## src/rtl/iex_cfg.svh

```systemverilog
/*
  Constants of the instruction execution block: widths, fixed values, page layout
  and cycle counts. Assumes it is included by bare name from rtl/.
*/
// Summary of operation
// RULE1: Decrement to accumulator: ACC gets byte minus one, memory kept, skip on zero.
// RULE2: Byte set writes FFH to the addressed byte, flags untouched.
// RULE3: Bit set forces only the selected bit to 1, flags untouched.
// RULE4: A taken skip flushes the prefetched instruction and adds one dummy cycle.
// RULE5: Increment and skip: byte plus one written back, skip when it wraps to zero.
// RULE6: Increment to accumulator: ACC gets byte plus one, memory kept, skip on zero.
// RULE7: Bit nonzero test skips when the selected bit is set, no flags.
// RULE8: Subtract memory: ACC gets ACC plus inverted byte plus one, OV Z AC C updated.
// RULE9: Subtract to memory: same subtraction and flags, result written to the byte.
// RULE10: Subtract immediate: ACC minus immediate into ACC, OV Z AC C updated.
// RULE11: Nibble swap exchanges the byte halves in place, no flags.
// RULE12: Swap to accumulator: swapped byte goes to ACC, memory kept.
// RULE13: Byte zero test skips when the byte is zero, else one cycle.
// RULE14: Move and test copies the byte into ACC and skips when it is zero.
// RULE15: Bit zero test skips when the selected bit is clear.
// RULE16: Current page table read: low byte to memory, high part to table high.
// RULE17: Last page table read: same but from the final program page.
// RULE18: XOR memory: ACC gets ACC xor byte, only zero flag updated.
// RULE19: XOR to memory: result written to the byte, zero flag updated.
// RULE20: XOR immediate: ACC xor immediate into ACC, zero flag updated.
// RULE21: Other instructions, flag encoding and fetch belong to the rest of the core.
`ifndef IEX_CFG_SVH
`define IEX_CFG_SVH
`define IEX_DW 8
`define IEX_ALL_ONES 8'hFF
`define IEX_ONE 8'h01
`define IEX_ZERO 8'h00
`define IEX_DM_DEPTH 192
`define IEX_DM_AW 8
`define IEX_ROM_DW 15
`define IEX_ROM_AW 12
`define IEX_TABLE_HIGH_W 7
`define IEX_PAGE_W 4
`define IEX_LAST_PAGE 4'hF
`define IEX_PLAIN_CYCLES 1
`define IEX_SKIP_CYCLES 2
`endif

```

## src/rtl/iex_pkg.sv

```systemverilog
/*
  Types of the instruction execution block: operation codes and sequencer states.
  Assumes the rest of the core encodes decoded instructions with iex_op_e.
*/
package iex_pkg;
  typedef enum logic [4:0] {
    OP_SET_BYTE = 5'h00,
    OP_SET_BIT = 5'h01,
    OP_DEC_TO_ACC_SKIP_ZERO = 5'h02,
    OP_INC_SKIP_ZERO = 5'h03,
    OP_INC_TO_ACC_SKIP_ZERO = 5'h04,
    OP_SKIP_BIT_NONZERO = 5'h05,
    OP_SKIP_BIT_ZERO = 5'h06,
    OP_SKIP_IF_ZERO = 5'h07,
    OP_MOVE_ACC_SKIP_ZERO = 5'h08,
    OP_SUB_FROM_ACC = 5'h09,
    OP_SUBTRACT_TO_MEMORY = 5'h0A,
    OP_SUB_IMM = 5'h0B,
    OP_NIBBLE_SWAP = 5'h0C,
    OP_NIBBLE_SWAP_TO_ACC = 5'h0D,
    OP_TABLE_READ_CURRENT_PAGE = 5'h0E,
    OP_TABLE_READ_LAST_PAGE = 5'h0F,
    OP_XOR_TO_ACC = 5'h10,
    OP_XOR_TO_MEMORY = 5'h11,
    OP_XOR_IMM = 5'h12
  } iex_op_e;

  typedef enum logic [1:0] {
    ST_IDLE = 2'h0,
    ST_EXEC = 2'h1,
    ST_DUMMY = 2'h3
  } iex_state_e;
endpackage : iex_pkg

```

## src/rtl/iex_exec.sv

```systemverilog
/*
  Execution unit for byte set, bit set, skip tests, increment and decrement with
  skip, subtract, nibble swap, table reads and XOR. Owns the accumulator, the
  table high register, the arithmetic flags and the data memory.
  Assumes the core hands over one decoded operation at a time while ready is
  high, that program memory answers rom_data combinationally from rom_addr_q,
  and that the core flushes its prefetched word when flush_q is high.
*/
`timescale 1ns/100ps
`include "iex_cfg.svh"
module iex_exec #(
  parameter int DW = `IEX_DW,
  parameter int AW = `IEX_DM_AW,
  parameter int DEPTH = `IEX_DM_DEPTH
) (
  input wire logic clk,
  input wire logic arst_n,
  input wire logic op_valid,
  input wire iex_pkg::iex_op_e op_code,
  input wire logic [AW-1:0] op_addr,
  input wire logic [2:0] op_bit,
  input wire logic [DW-1:0] op_imm,
  input wire logic [DW-1:0] table_pointer,
  input wire logic [`IEX_PAGE_W-1:0] current_page,
  input wire logic [`IEX_ROM_DW-1:0] rom_data,
  input wire logic ext_we,
  input wire logic [AW-1:0] ext_addr,
  input wire logic [DW-1:0] ext_wdata,
  input wire logic acc_load,
  input wire logic [DW-1:0] acc_load_data,
  output logic ready_q,
  output logic done_q,
  output logic skipped_q,
  output logic flush_q,
  output logic [DW-1:0] acc_q,
  output logic [`IEX_TABLE_HIGH_W-1:0] table_high_byte_q,
  output logic flag_ov_q,
  output logic flag_z_q,
  output logic flag_ac_q,
  output logic flag_c_q,
  output logic [`IEX_ROM_AW-1:0] rom_addr_q,
  output logic [DW-1:0] dm_rdata
);
  iex_pkg::iex_state_e state_q, state_d;
  iex_pkg::iex_op_e op_q;
  logic [AW-1:0] addr_q;
  logic [2:0] bit_q;
  logic [DW-1:0] imm_q;

  // Result selection
  logic [DW-1:0] res;
  logic mem_we, acc_we, skip, zf_we, arith_we;
  logic [DW-1:0] sub_b, diff;
  logic sub_ov, sub_ac, sub_c;

  wire idle = (state_q == iex_pkg::ST_IDLE);
  wire exec = (state_q == iex_pkg::ST_EXEC);
  wire accept = idle && op_valid;
  wire [DW-1:0] m = dm_rdata;
  wire [DW-1:0] bit_mask = `IEX_ONE << bit_q;
  wire bit_val = m[bit_q];
  wire [DW-1:0] m_inc = m + `IEX_ONE;
  wire [DW-1:0] m_dec = m - `IEX_ONE;
  wire [DW-1:0] m_swap = {m[3:0], m[7:4]};
  wire [DW-1:0] x_mem = acc_q ^ m;
  wire [DW-1:0] x_imm = acc_q ^ imm_q;

  function automatic logic is_sub_op(input iex_pkg::iex_op_e op);
    is_sub_op = (op == iex_pkg::OP_SUB_FROM_ACC) || (op == iex_pkg::OP_SUBTRACT_TO_MEMORY)
      || (op == iex_pkg::OP_SUB_IMM);
  endfunction : is_sub_op

  function automatic logic is_xor_op(input iex_pkg::iex_op_e op);
    is_xor_op = (op == iex_pkg::OP_XOR_TO_ACC) || (op == iex_pkg::OP_XOR_TO_MEMORY)
      || (op == iex_pkg::OP_XOR_IMM);
  endfunction : is_xor_op

  assign sub_b = (op_q == iex_pkg::OP_SUB_IMM) ? imm_q : m;

  iex_alu u_alu (
    .a(acc_q),
    .b(sub_b),
    .diff(diff),
    .ov(sub_ov),
    .ac(sub_ac),
    .c(sub_c)
  );

  always_comb
  begin
    res = m;
    mem_we = 1'b0;
    acc_we = 1'b0;
    skip = 1'b0;
    unique case (op_q)
      iex_pkg::OP_SET_BYTE:
      begin
        res = `IEX_ALL_ONES; // RULE2
        mem_we = 1'b1;
      end
      iex_pkg::OP_SET_BIT:
      begin
        res = m | bit_mask; // RULE3
        mem_we = 1'b1;
      end
      iex_pkg::OP_DEC_TO_ACC_SKIP_ZERO:
      begin
        res = m_dec; // RULE1
        acc_we = 1'b1;
        skip = (m_dec == `IEX_ZERO);
      end
      iex_pkg::OP_INC_SKIP_ZERO:
      begin
        res = m_inc; // RULE5
        mem_we = 1'b1;
        skip = (m_inc == `IEX_ZERO);
      end
      iex_pkg::OP_INC_TO_ACC_SKIP_ZERO:
      begin
        res = m_inc; // RULE6
        acc_we = 1'b1;
        skip = (m_inc == `IEX_ZERO);
      end
      iex_pkg::OP_SKIP_BIT_NONZERO:
      begin
        skip = bit_val; // RULE7
      end
      iex_pkg::OP_SKIP_BIT_ZERO:
      begin
        skip = !bit_val; // RULE15
      end
      iex_pkg::OP_SKIP_IF_ZERO:
      begin
        skip = (m == `IEX_ZERO); // RULE13
      end
      iex_pkg::OP_MOVE_ACC_SKIP_ZERO:
      begin
        acc_we = 1'b1; // RULE14
        skip = (m == `IEX_ZERO);
      end
      iex_pkg::OP_SUB_FROM_ACC, iex_pkg::OP_SUB_IMM:
      begin
        res = diff; // RULE8 RULE10
        acc_we = 1'b1;
      end
      iex_pkg::OP_SUBTRACT_TO_MEMORY:
      begin
        res = diff; // RULE9
        mem_we = 1'b1;
      end
      iex_pkg::OP_NIBBLE_SWAP:
      begin
        res = m_swap; // RULE11
        mem_we = 1'b1;
      end
      iex_pkg::OP_NIBBLE_SWAP_TO_ACC:
      begin
        res = m_swap; // RULE12
        acc_we = 1'b1;
      end
      iex_pkg::OP_TABLE_READ_CURRENT_PAGE, iex_pkg::OP_TABLE_READ_LAST_PAGE:
      begin
        res = rom_data[DW-1:0]; // RULE16 RULE17
        mem_we = 1'b1;
      end
      iex_pkg::OP_XOR_TO_ACC:
      begin
        res = x_mem; // RULE18
        acc_we = 1'b1;
      end
      iex_pkg::OP_XOR_TO_MEMORY:
      begin
        res = x_mem; // RULE19
        mem_we = 1'b1;
      end
      iex_pkg::OP_XOR_IMM:
      begin
        res = x_imm; // RULE20
        acc_we = 1'b1;
      end
      default:
      begin
        res = m; // RULE21
      end
    endcase
  end

  wire is_tbl = (op_q == iex_pkg::OP_TABLE_READ_CURRENT_PAGE)
    || (op_q == iex_pkg::OP_TABLE_READ_LAST_PAGE);
  assign arith_we = exec && is_sub_op(op_q);
  assign zf_we = exec && (is_sub_op(op_q) || is_xor_op(op_q));
  wire dm_we = exec ? mem_we : (idle && !op_valid && ext_we);
  wire [AW-1:0] dm_addr = exec ? addr_q : (accept ? op_addr : ext_addr);
  wire [DW-1:0] dm_wdata = exec ? res : ext_wdata;
  wire [`IEX_PAGE_W-1:0] tbl_page = (op_code == iex_pkg::OP_TABLE_READ_LAST_PAGE)
    ? `IEX_LAST_PAGE : current_page;

  iex_dmem #(
    .DEPTH(DEPTH),
    .AW(AW),
    .DW(DW)
  ) u_dmem (
    .clk(clk),
    .addr(dm_addr),
    .we(dm_we),
    .wdata(dm_wdata),
    .rdata_q(dm_rdata)
  );

  always_comb
  begin
    state_d = state_q;
    unique case (state_q)
      iex_pkg::ST_IDLE: state_d = op_valid ? iex_pkg::ST_EXEC : iex_pkg::ST_IDLE;
      iex_pkg::ST_EXEC: state_d = skip ? iex_pkg::ST_DUMMY : iex_pkg::ST_IDLE; // RULE4
      iex_pkg::ST_DUMMY: state_d = iex_pkg::ST_IDLE;
      default: state_d = iex_pkg::ST_IDLE;
    endcase
  end

  always_ff @(posedge clk or negedge arst_n)
  begin
    if (!arst_n)
    begin
      state_q <= iex_pkg::ST_IDLE;
      ready_q <= 1'b0;
      done_q <= 1'b0;
      skipped_q <= 1'b0;
      flush_q <= 1'b0;
    end
    else
    begin
      state_q <= state_d;
      ready_q <= (state_d == iex_pkg::ST_IDLE);
      done_q <= (exec && !skip) || (state_q == iex_pkg::ST_DUMMY); // RULE4
      skipped_q <= (state_q == iex_pkg::ST_DUMMY);
      flush_q <= exec && skip; // RULE4
    end
  end

  always_ff @(posedge clk or negedge arst_n)
  begin
    if (!arst_n)
    begin
      op_q <= iex_pkg::OP_SET_BYTE;
      addr_q <= '0;
      bit_q <= 3'h0;
      imm_q <= '0;
      rom_addr_q <= '0;
    end
    else if (accept)
    begin
      op_q <= op_code;
      addr_q <= op_addr;
      bit_q <= op_bit;
      imm_q <= op_imm;
      rom_addr_q <= {tbl_page, table_pointer}; // RULE16 RULE17
    end
  end

  always_ff @(posedge clk or negedge arst_n)
  begin
    if (!arst_n)
    begin
      acc_q <= '0;
      table_high_byte_q <= '0;
    end
    else
    begin
      if (exec && acc_we)
      begin
        acc_q <= res;
      end
      else if (idle && acc_load)
      begin
        acc_q <= acc_load_data;
      end
      if (exec && is_tbl)
      begin
        table_high_byte_q <= rom_data[`IEX_ROM_DW-1:DW]; // RULE16 RULE17
      end
    end
  end

  always_ff @(posedge clk or negedge arst_n)
  begin
    if (!arst_n)
    begin
      flag_ov_q <= 1'b0;
      flag_z_q <= 1'b0;
      flag_ac_q <= 1'b0;
      flag_c_q <= 1'b0;
    end
    else
    begin
      if (zf_we)
      begin
        flag_z_q <= (res == `IEX_ZERO); // RULE8 RULE18
      end
      if (arith_we)
      begin
        flag_ov_q <= sub_ov; // RULE8 RULE9 RULE10
        flag_ac_q <= sub_ac;
        flag_c_q <= sub_c;
      end
    end
  end
endmodule : iex_exec

```

## src/rtl/iex_dmem.sv

```systemverilog
/*
  Byte-wide data memory with one port and registered read data.
  Assumes one access per clock; addresses beyond the depth read zero.
*/
`timescale 1ns/100ps
`include "iex_cfg.svh"
module iex_dmem #(
  parameter int DEPTH = `IEX_DM_DEPTH,
  parameter int AW = `IEX_DM_AW,
  parameter int DW = `IEX_DW
) (
  input wire logic clk,
  input wire logic [AW-1:0] addr,
  input wire logic we,
  input wire logic [DW-1:0] wdata,
  output logic [DW-1:0] rdata_q
);
  logic [DW-1:0] mem [DEPTH];
  wire in_range = (32'(addr) < DEPTH);

  always_ff @(posedge clk)
  begin
    if (we && in_range)
    begin
      mem[addr] <= wdata;
    end
    rdata_q <= in_range ? mem[addr] : '0;
  end
endmodule : iex_dmem

```

## src/rtl/iex_alu.sv

```systemverilog
/*
  Two's complement subtractor: a plus inverted b plus one, with the
  overflow, auxiliary carry and carry results. Purely combinational.
*/
`timescale 1ns/100ps
`include "iex_cfg.svh"
module iex_alu (
  input wire logic [`IEX_DW-1:0] a,
  input wire logic [`IEX_DW-1:0] b,
  output logic [`IEX_DW-1:0] diff,
  output logic ov,
  output logic ac,
  output logic c
);
  wire [`IEX_DW:0] full = {1'b0, a} + {1'b0, ~b} + 9'h001;
  wire [4:0] low = {1'b0, a[3:0]} + {1'b0, ~b[3:0]} + 5'h01;

  assign diff = full[`IEX_DW-1:0];
  assign c = full[`IEX_DW];
  assign ac = low[4];
  assign ov = (a[7] ^ b[7]) & (a[7] ^ full[7]);
endmodule : iex_alu

```

## config.mk

```make
export PLATFORM = sky130hd
export DESIGN_NAME = iex_exec
export DESIGN_NICKNAME = d
export VERILOG_FILES = /design/src/rtl/iex_pkg.sv /design/src/rtl/iex_exec.sv /design/src/rtl/iex_dmem.sv /design/src/rtl/iex_alu.sv
export VERILOG_INCLUDE_DIRS = /design/src /design/src/rtl
export SDC_FILE = /design/constraint.sdc
export NUM_CORES = 2
export LEC_CHECK = 0
export ABC_CLOCK_PERIOD_IN_PS = 7600
export CELL_PAD_IN_SITES_DETAIL_PLACEMENT = 2
export CELL_PAD_IN_SITES_GLOBAL_PLACEMENT = 2
export CORE_MARGIN = 3
export CORE_UTILIZATION = 29
export DETAILED_ROUTE_END_ITERATION = 10
export DONT_BUFFER_PORTS = 1
export PLACE_DENSITY_LB_ADDON = 0.05
export SLEW_MARGIN = 20
export SYNTH_ARGS = -nofsm -noshare
export SYNTH_HDL_FRONTEND = slang
export SYNTH_SLANG_ARGS = --single-unit
export TNS_END_PERCENT = 100
```

## constraint.sdc

```tcl
create_clock -name clk -period 7.6 [get_ports clk]
set_input_delay 1.14 -clock clk [delete_from_list [all_inputs] [get_ports clk]]
set_output_delay 1.14 -clock clk [all_outputs]
set_load 0.03 [all_outputs]
```

==> impl_summary.md <==
Status
The flow ran to the end, and the final reports show no timing, DRC or antenna violations.

Timing
The actual slew at the worst max-slew pin is 1.228 ns. The final critical-path share of the clock period is between 70% and 80%. The number of hold-slack violations in the final timing report is 0. The max-slew violation count is 0.

The top achievable clock speed is ~0.17 GHz. For the final routed database, the setup TNS stands at 0 ns. Across all setup checks in the final design, the least slack found is about 1.9 ns.

Setup repair after global routing left no endpoint under its margin. The final critical delay including setup and external delays is 5.732 ns. Setup violations remaining at the end of the flow were counted as 0. Across the routed clock network, the largest skew measured is ~0.038 ns. The worst relative slew slack is between 15 and 20%.

Critical path
The delay of the slowest cell on the worst path is 0.70 ns. For flop-to-flop paths, the worst setup slack is ~1.9 ns. The critical path data required time is 8.21 ns.

The worst setup path is captured at a flip-flop. The worst setup path is of the reg -> reg kind. The type of element launching the critical path is a flip-flop.

The cell that appears most often on the critical path is sky130_fd_sc_hd__buf_4. The highest-delay cell along the critical path is sky130_fd_sc_hd__dfrtp_1. Walking the worst path, the cells encountered are or3b_2, nor2_1, buf_4, mux2i_1, ha_1, nor2b_1, o21a_1, o31a_1, o41ai_1, xnor2_1, nand2_1, a41oi_1, mux2_8, buf_4. For the worst setup path, the data arrival time is between 6 and 7 ns.

Of all nets on the critical path, the largest fanout is 99.

Die
For this configuration, the core starts out at a cell density of between 20 and 30%. The full die area is ~230000 um^2. The number of top-level pins is 123.

The initialized floorplan defines approximately 170 standard-cell rows. The die extent in y is 479.3 um. The die extent in x is approximately 480 um. The core area is 222500 um^2.

Yosys
The most common flop cell mapped by yosys is sky130_fd_sc_hd__edfxtp_1. The total nets after synthesis is between 4000 and 5000. The number of synthesized register bits is between 1500 and 2000. The gate count after technology mapping is ~4000. The share of the yosys chip area belonging to registers is between 70% and 80%. The netlist area before placement is 64960 um^2.

The count of flip-flops with a built-in enable after synthesis is 1536. The synthesized netlist contains slightly below 80 unique library cells. The fraction of synthesis flops using an asynchronous set or reset pin is 3.801%. In this run the mean area of a mapped cell was around 16 um^2.

Yosys printed 0 warnings.

Drt
The detailed router placed 38530 vias in this run. The detailed router finished its first iteration with between 3000 and 4000 violations. The ratio of routed vias to standard cells is 5.283. The number of detailed-routing iterations run before antenna repair is 7. The detail route stage leaves a number of antenna-violating nets equal to 0.

The average routed wire per standard cell is 35.26 um. After detailed routing, the number of remaining DRC violations is 0. The final layout contains routed wiring with a total length of approximately 260 mm.

Place
The count of buffers inserted at the top-level ports is 0. Once placement finished, the instance area stood at 69600 um^2. The global placer's final weighted congestion is roughly 0.79.

The HPWL after detailed placement is between 150 and 200 mm. Timing analysis after detailed placement gives a worst setup slack of approximately 1.8 ns.

Layout
The most common library cell in the layout ignoring fill and taps is sky130_fd_sc_hd__edfxtp_1. The finished cells cover between 70000 and 80000 um^2. Of the cells placed in the final design, the portion with a size suffix greater than 1 is a little under a fifth. The fill cell instance count of the final layout is 22260. At the end of the flow, the number of nets in the layout was about 4300. In the final layout, the multi-input gates occupy 16290 um^2.

Leaving out fill and tap cells, the most frequent cells in the layout are 1536 x sky130_fd_sc_hd__edfxtp_1, 646 x sky130_fd_sc_hd__nand2_1, 231 x sky130_fd_sc_hd__nor2_1, 209 x sky130_fd_sc_hd__mux4_2, 195 x sky130_fd_sc_hd__nand3_1. The register area is between 40000 and 50000 um^2. From synthesis to final layout, the design area changed by 16.66%.

Global route
The total overflow left after global routing is 0. The first global-routing pass estimated roughly 360 mm of wire. Entering global routing, the biggest net connects ~130 pins. For this run, the total global-route usage over all layers was measured as between 20 and 25%.

The initial antenna violation count was 19. The number of global-route vias before repair is between 40000 and 50000.

Clock network
The total CTS buffers is between 150 and 200. The clock transition time at the flip-flop clock pins of the worst setup and hold paths is ~0.060 ns. The H-tree generated during clock tree synthesis spans 4 levels.

The count of clock tree sinks is approximately 1600. TritonCTS built the clock tree. The later-pin clock latency in the skew report is between 0.8 and 0.9 ns.

The root buffer selected by CTS is sky130_fd_sc_hd__clkbuf_16. The post-CTS setup-driven buffer insertion count is 0. Counting along the longest clock path gives a buffer depth of 3.

Power
The analysis attributes to cell leakage a power of 24.25 nW. Dividing total power by cell area gives a power density of approximately 330 nW/um^2. Across the VDD grid, the largest voltage drop is just over 0.0002 V.

Run
Max-cap violations in this run came to 0.

Min path
The tightest min-delay check is of the in -> async type.
## path summary, 6_finish.rpt
path	startpoint	endpoint	cells after the start
setup / recovery	op_q[3]$_DFFE_PN0P_	u_dmem.mem[128][7]$_DFFE_PP_	14
hold / removal	arst_n	imm_q[2]$_DFFE_PN0P_	1
setup reg to reg	op_q[3]$_DFFE_PN0P_	u_dmem.mem[128][7]$_DFFE_PP_	14
hold reg to reg	addr_q[4]$_DFFE_PN0P_	addr_q[4]$_DFFE_PN0P_	1
max in group asynchronous	arst_n	state_q[1]$_DFF_PN0_	1
min in group clk	op_bit[2]	bit_q[2]$_DFFE_PN0P_	2
## power by group
group          internal [mW]  switching (mW)  total [mW]
combinational           1.29            3.65        4.93
sequential              10.6           0.268        10.8
clock                   5.41            3.78        9.19
total                   17.3            7.70        25.0
## cell families after synthesis
kind of cell	count (synthesis)	synth area share, %
AOI/OAI and AO/OA	416	4.775
xor gates and xnor gates	14	0.1887
adders and majority gates	13	0.2619
buffers and inverters	276	1.947
DFF	1605	73.60
muxes	420	10.59
and+or+nand+nor	1297	8.642
## flip-flops by register name, summed over array words and instances, names as in the netlist, 3 cells and up
register / cells
u_dmem.rdata_q: 8
table_high_byte_q: 7
addr_q: 8
rom_addr_q: 12
imm_q: 8
u_dmem.mem: 1536
acc_q: 8
bit_q: 3
op_q: 5
## layout make-up
type                            count  share of cell area, %
Antenna cell                        3               0.009906
Clock inverter                    114                  1.502
Inverter                           15                0.07429
Clock buffer                      233                  6.610
Multi-Input combinational cell   2160                  21.49
Timing Repair Buffer              189                  2.313
Sequential cell                  1605                  63.09
Tap cell                         2975                  4.912
## repair_timing
item                      4_1_cts  5_1_grt
hold endpoints to repair       61        0
gates resized for setup         0        0
hold buffers                    1        0
## Yosys cell counts (all sizes together) (7+ instances only)
master	n	area, um^2
a2111oi	15	132.6
a211oi	23	172.7
a21oi	58	290.3
a221o	10	100.1
a221oi	14	135.1
a22o	7	61.31
a22oi	11	82.58
a311oi	18	157.7
a31oi	52	325.3
a32o	14	140.1
a32oi	29	254.0
and2	10	62.56
and3	16	100.1
and3b	8	70.07
buf	138	747.0
clkbuf	123	461.7
dfrtp	61	1526
dfxtp	8	160.2
edfxtp	1536	46120
ha	12	150.1
inv	15	56.30
mux2	47	529.3
mux2i	164	1642
mux4	209	4707
nand2	647	2429
nand3	195	975.9
nand4	71	444.2
nor2	263	987.2
nor2b	11	68.82
nor3	27	135.1
nor3b	7	52.55
nor4	12	75.07
o2111ai	34	297.8
o211ai	10	75.07
o21ai	43	215.2
o22ai	13	81.33
o41a	8	90.09
or3	9	56.30
xnor2	10	87.58
## worst max-delay path: cells and delay by family (launching register included)
family,cells,cell delay (ns)
compound gates,4,1.58
simple gates,4,0.88
fa+ha+maj,1,0.27
xor+xnor,1,0.21
mux,2,0.96
flops,1,0.70
buf+inv,2,0.68
## routing by layer
| layer | global-route usage (%) | part of all wire (%) | vias to the layer above |
|---|---|---|---|
| met4 | 4.365 | 1.7 | 4 |
| met2 | 35.61 | 47 | 831 |
| met5 | 0 | 0.010 | - |
| li1 | - | - | 16070 |
| met1 | 32.04 | 47 | 21390 |
| met3 | 3.283 | 4.2 | 234 |
## per-stage QoR
stage	utilization [%]	hold slack (ns)	power [mW]	instances
3_3_place_gp	31.21	0.4854	16.01	6936
2_1_floorplan	-	0.4727	13.46	4041
4_1_cts	34.05	0.1133	25.32	7291
5_1_grt	34.06	0.1539	25.87	7292
6_report	34.06	0.1815	24.95	7294
3_5_place_dp	31.28	0.4971	16.05	6943
Note: power is estimated with default switching activity, not from simulation.
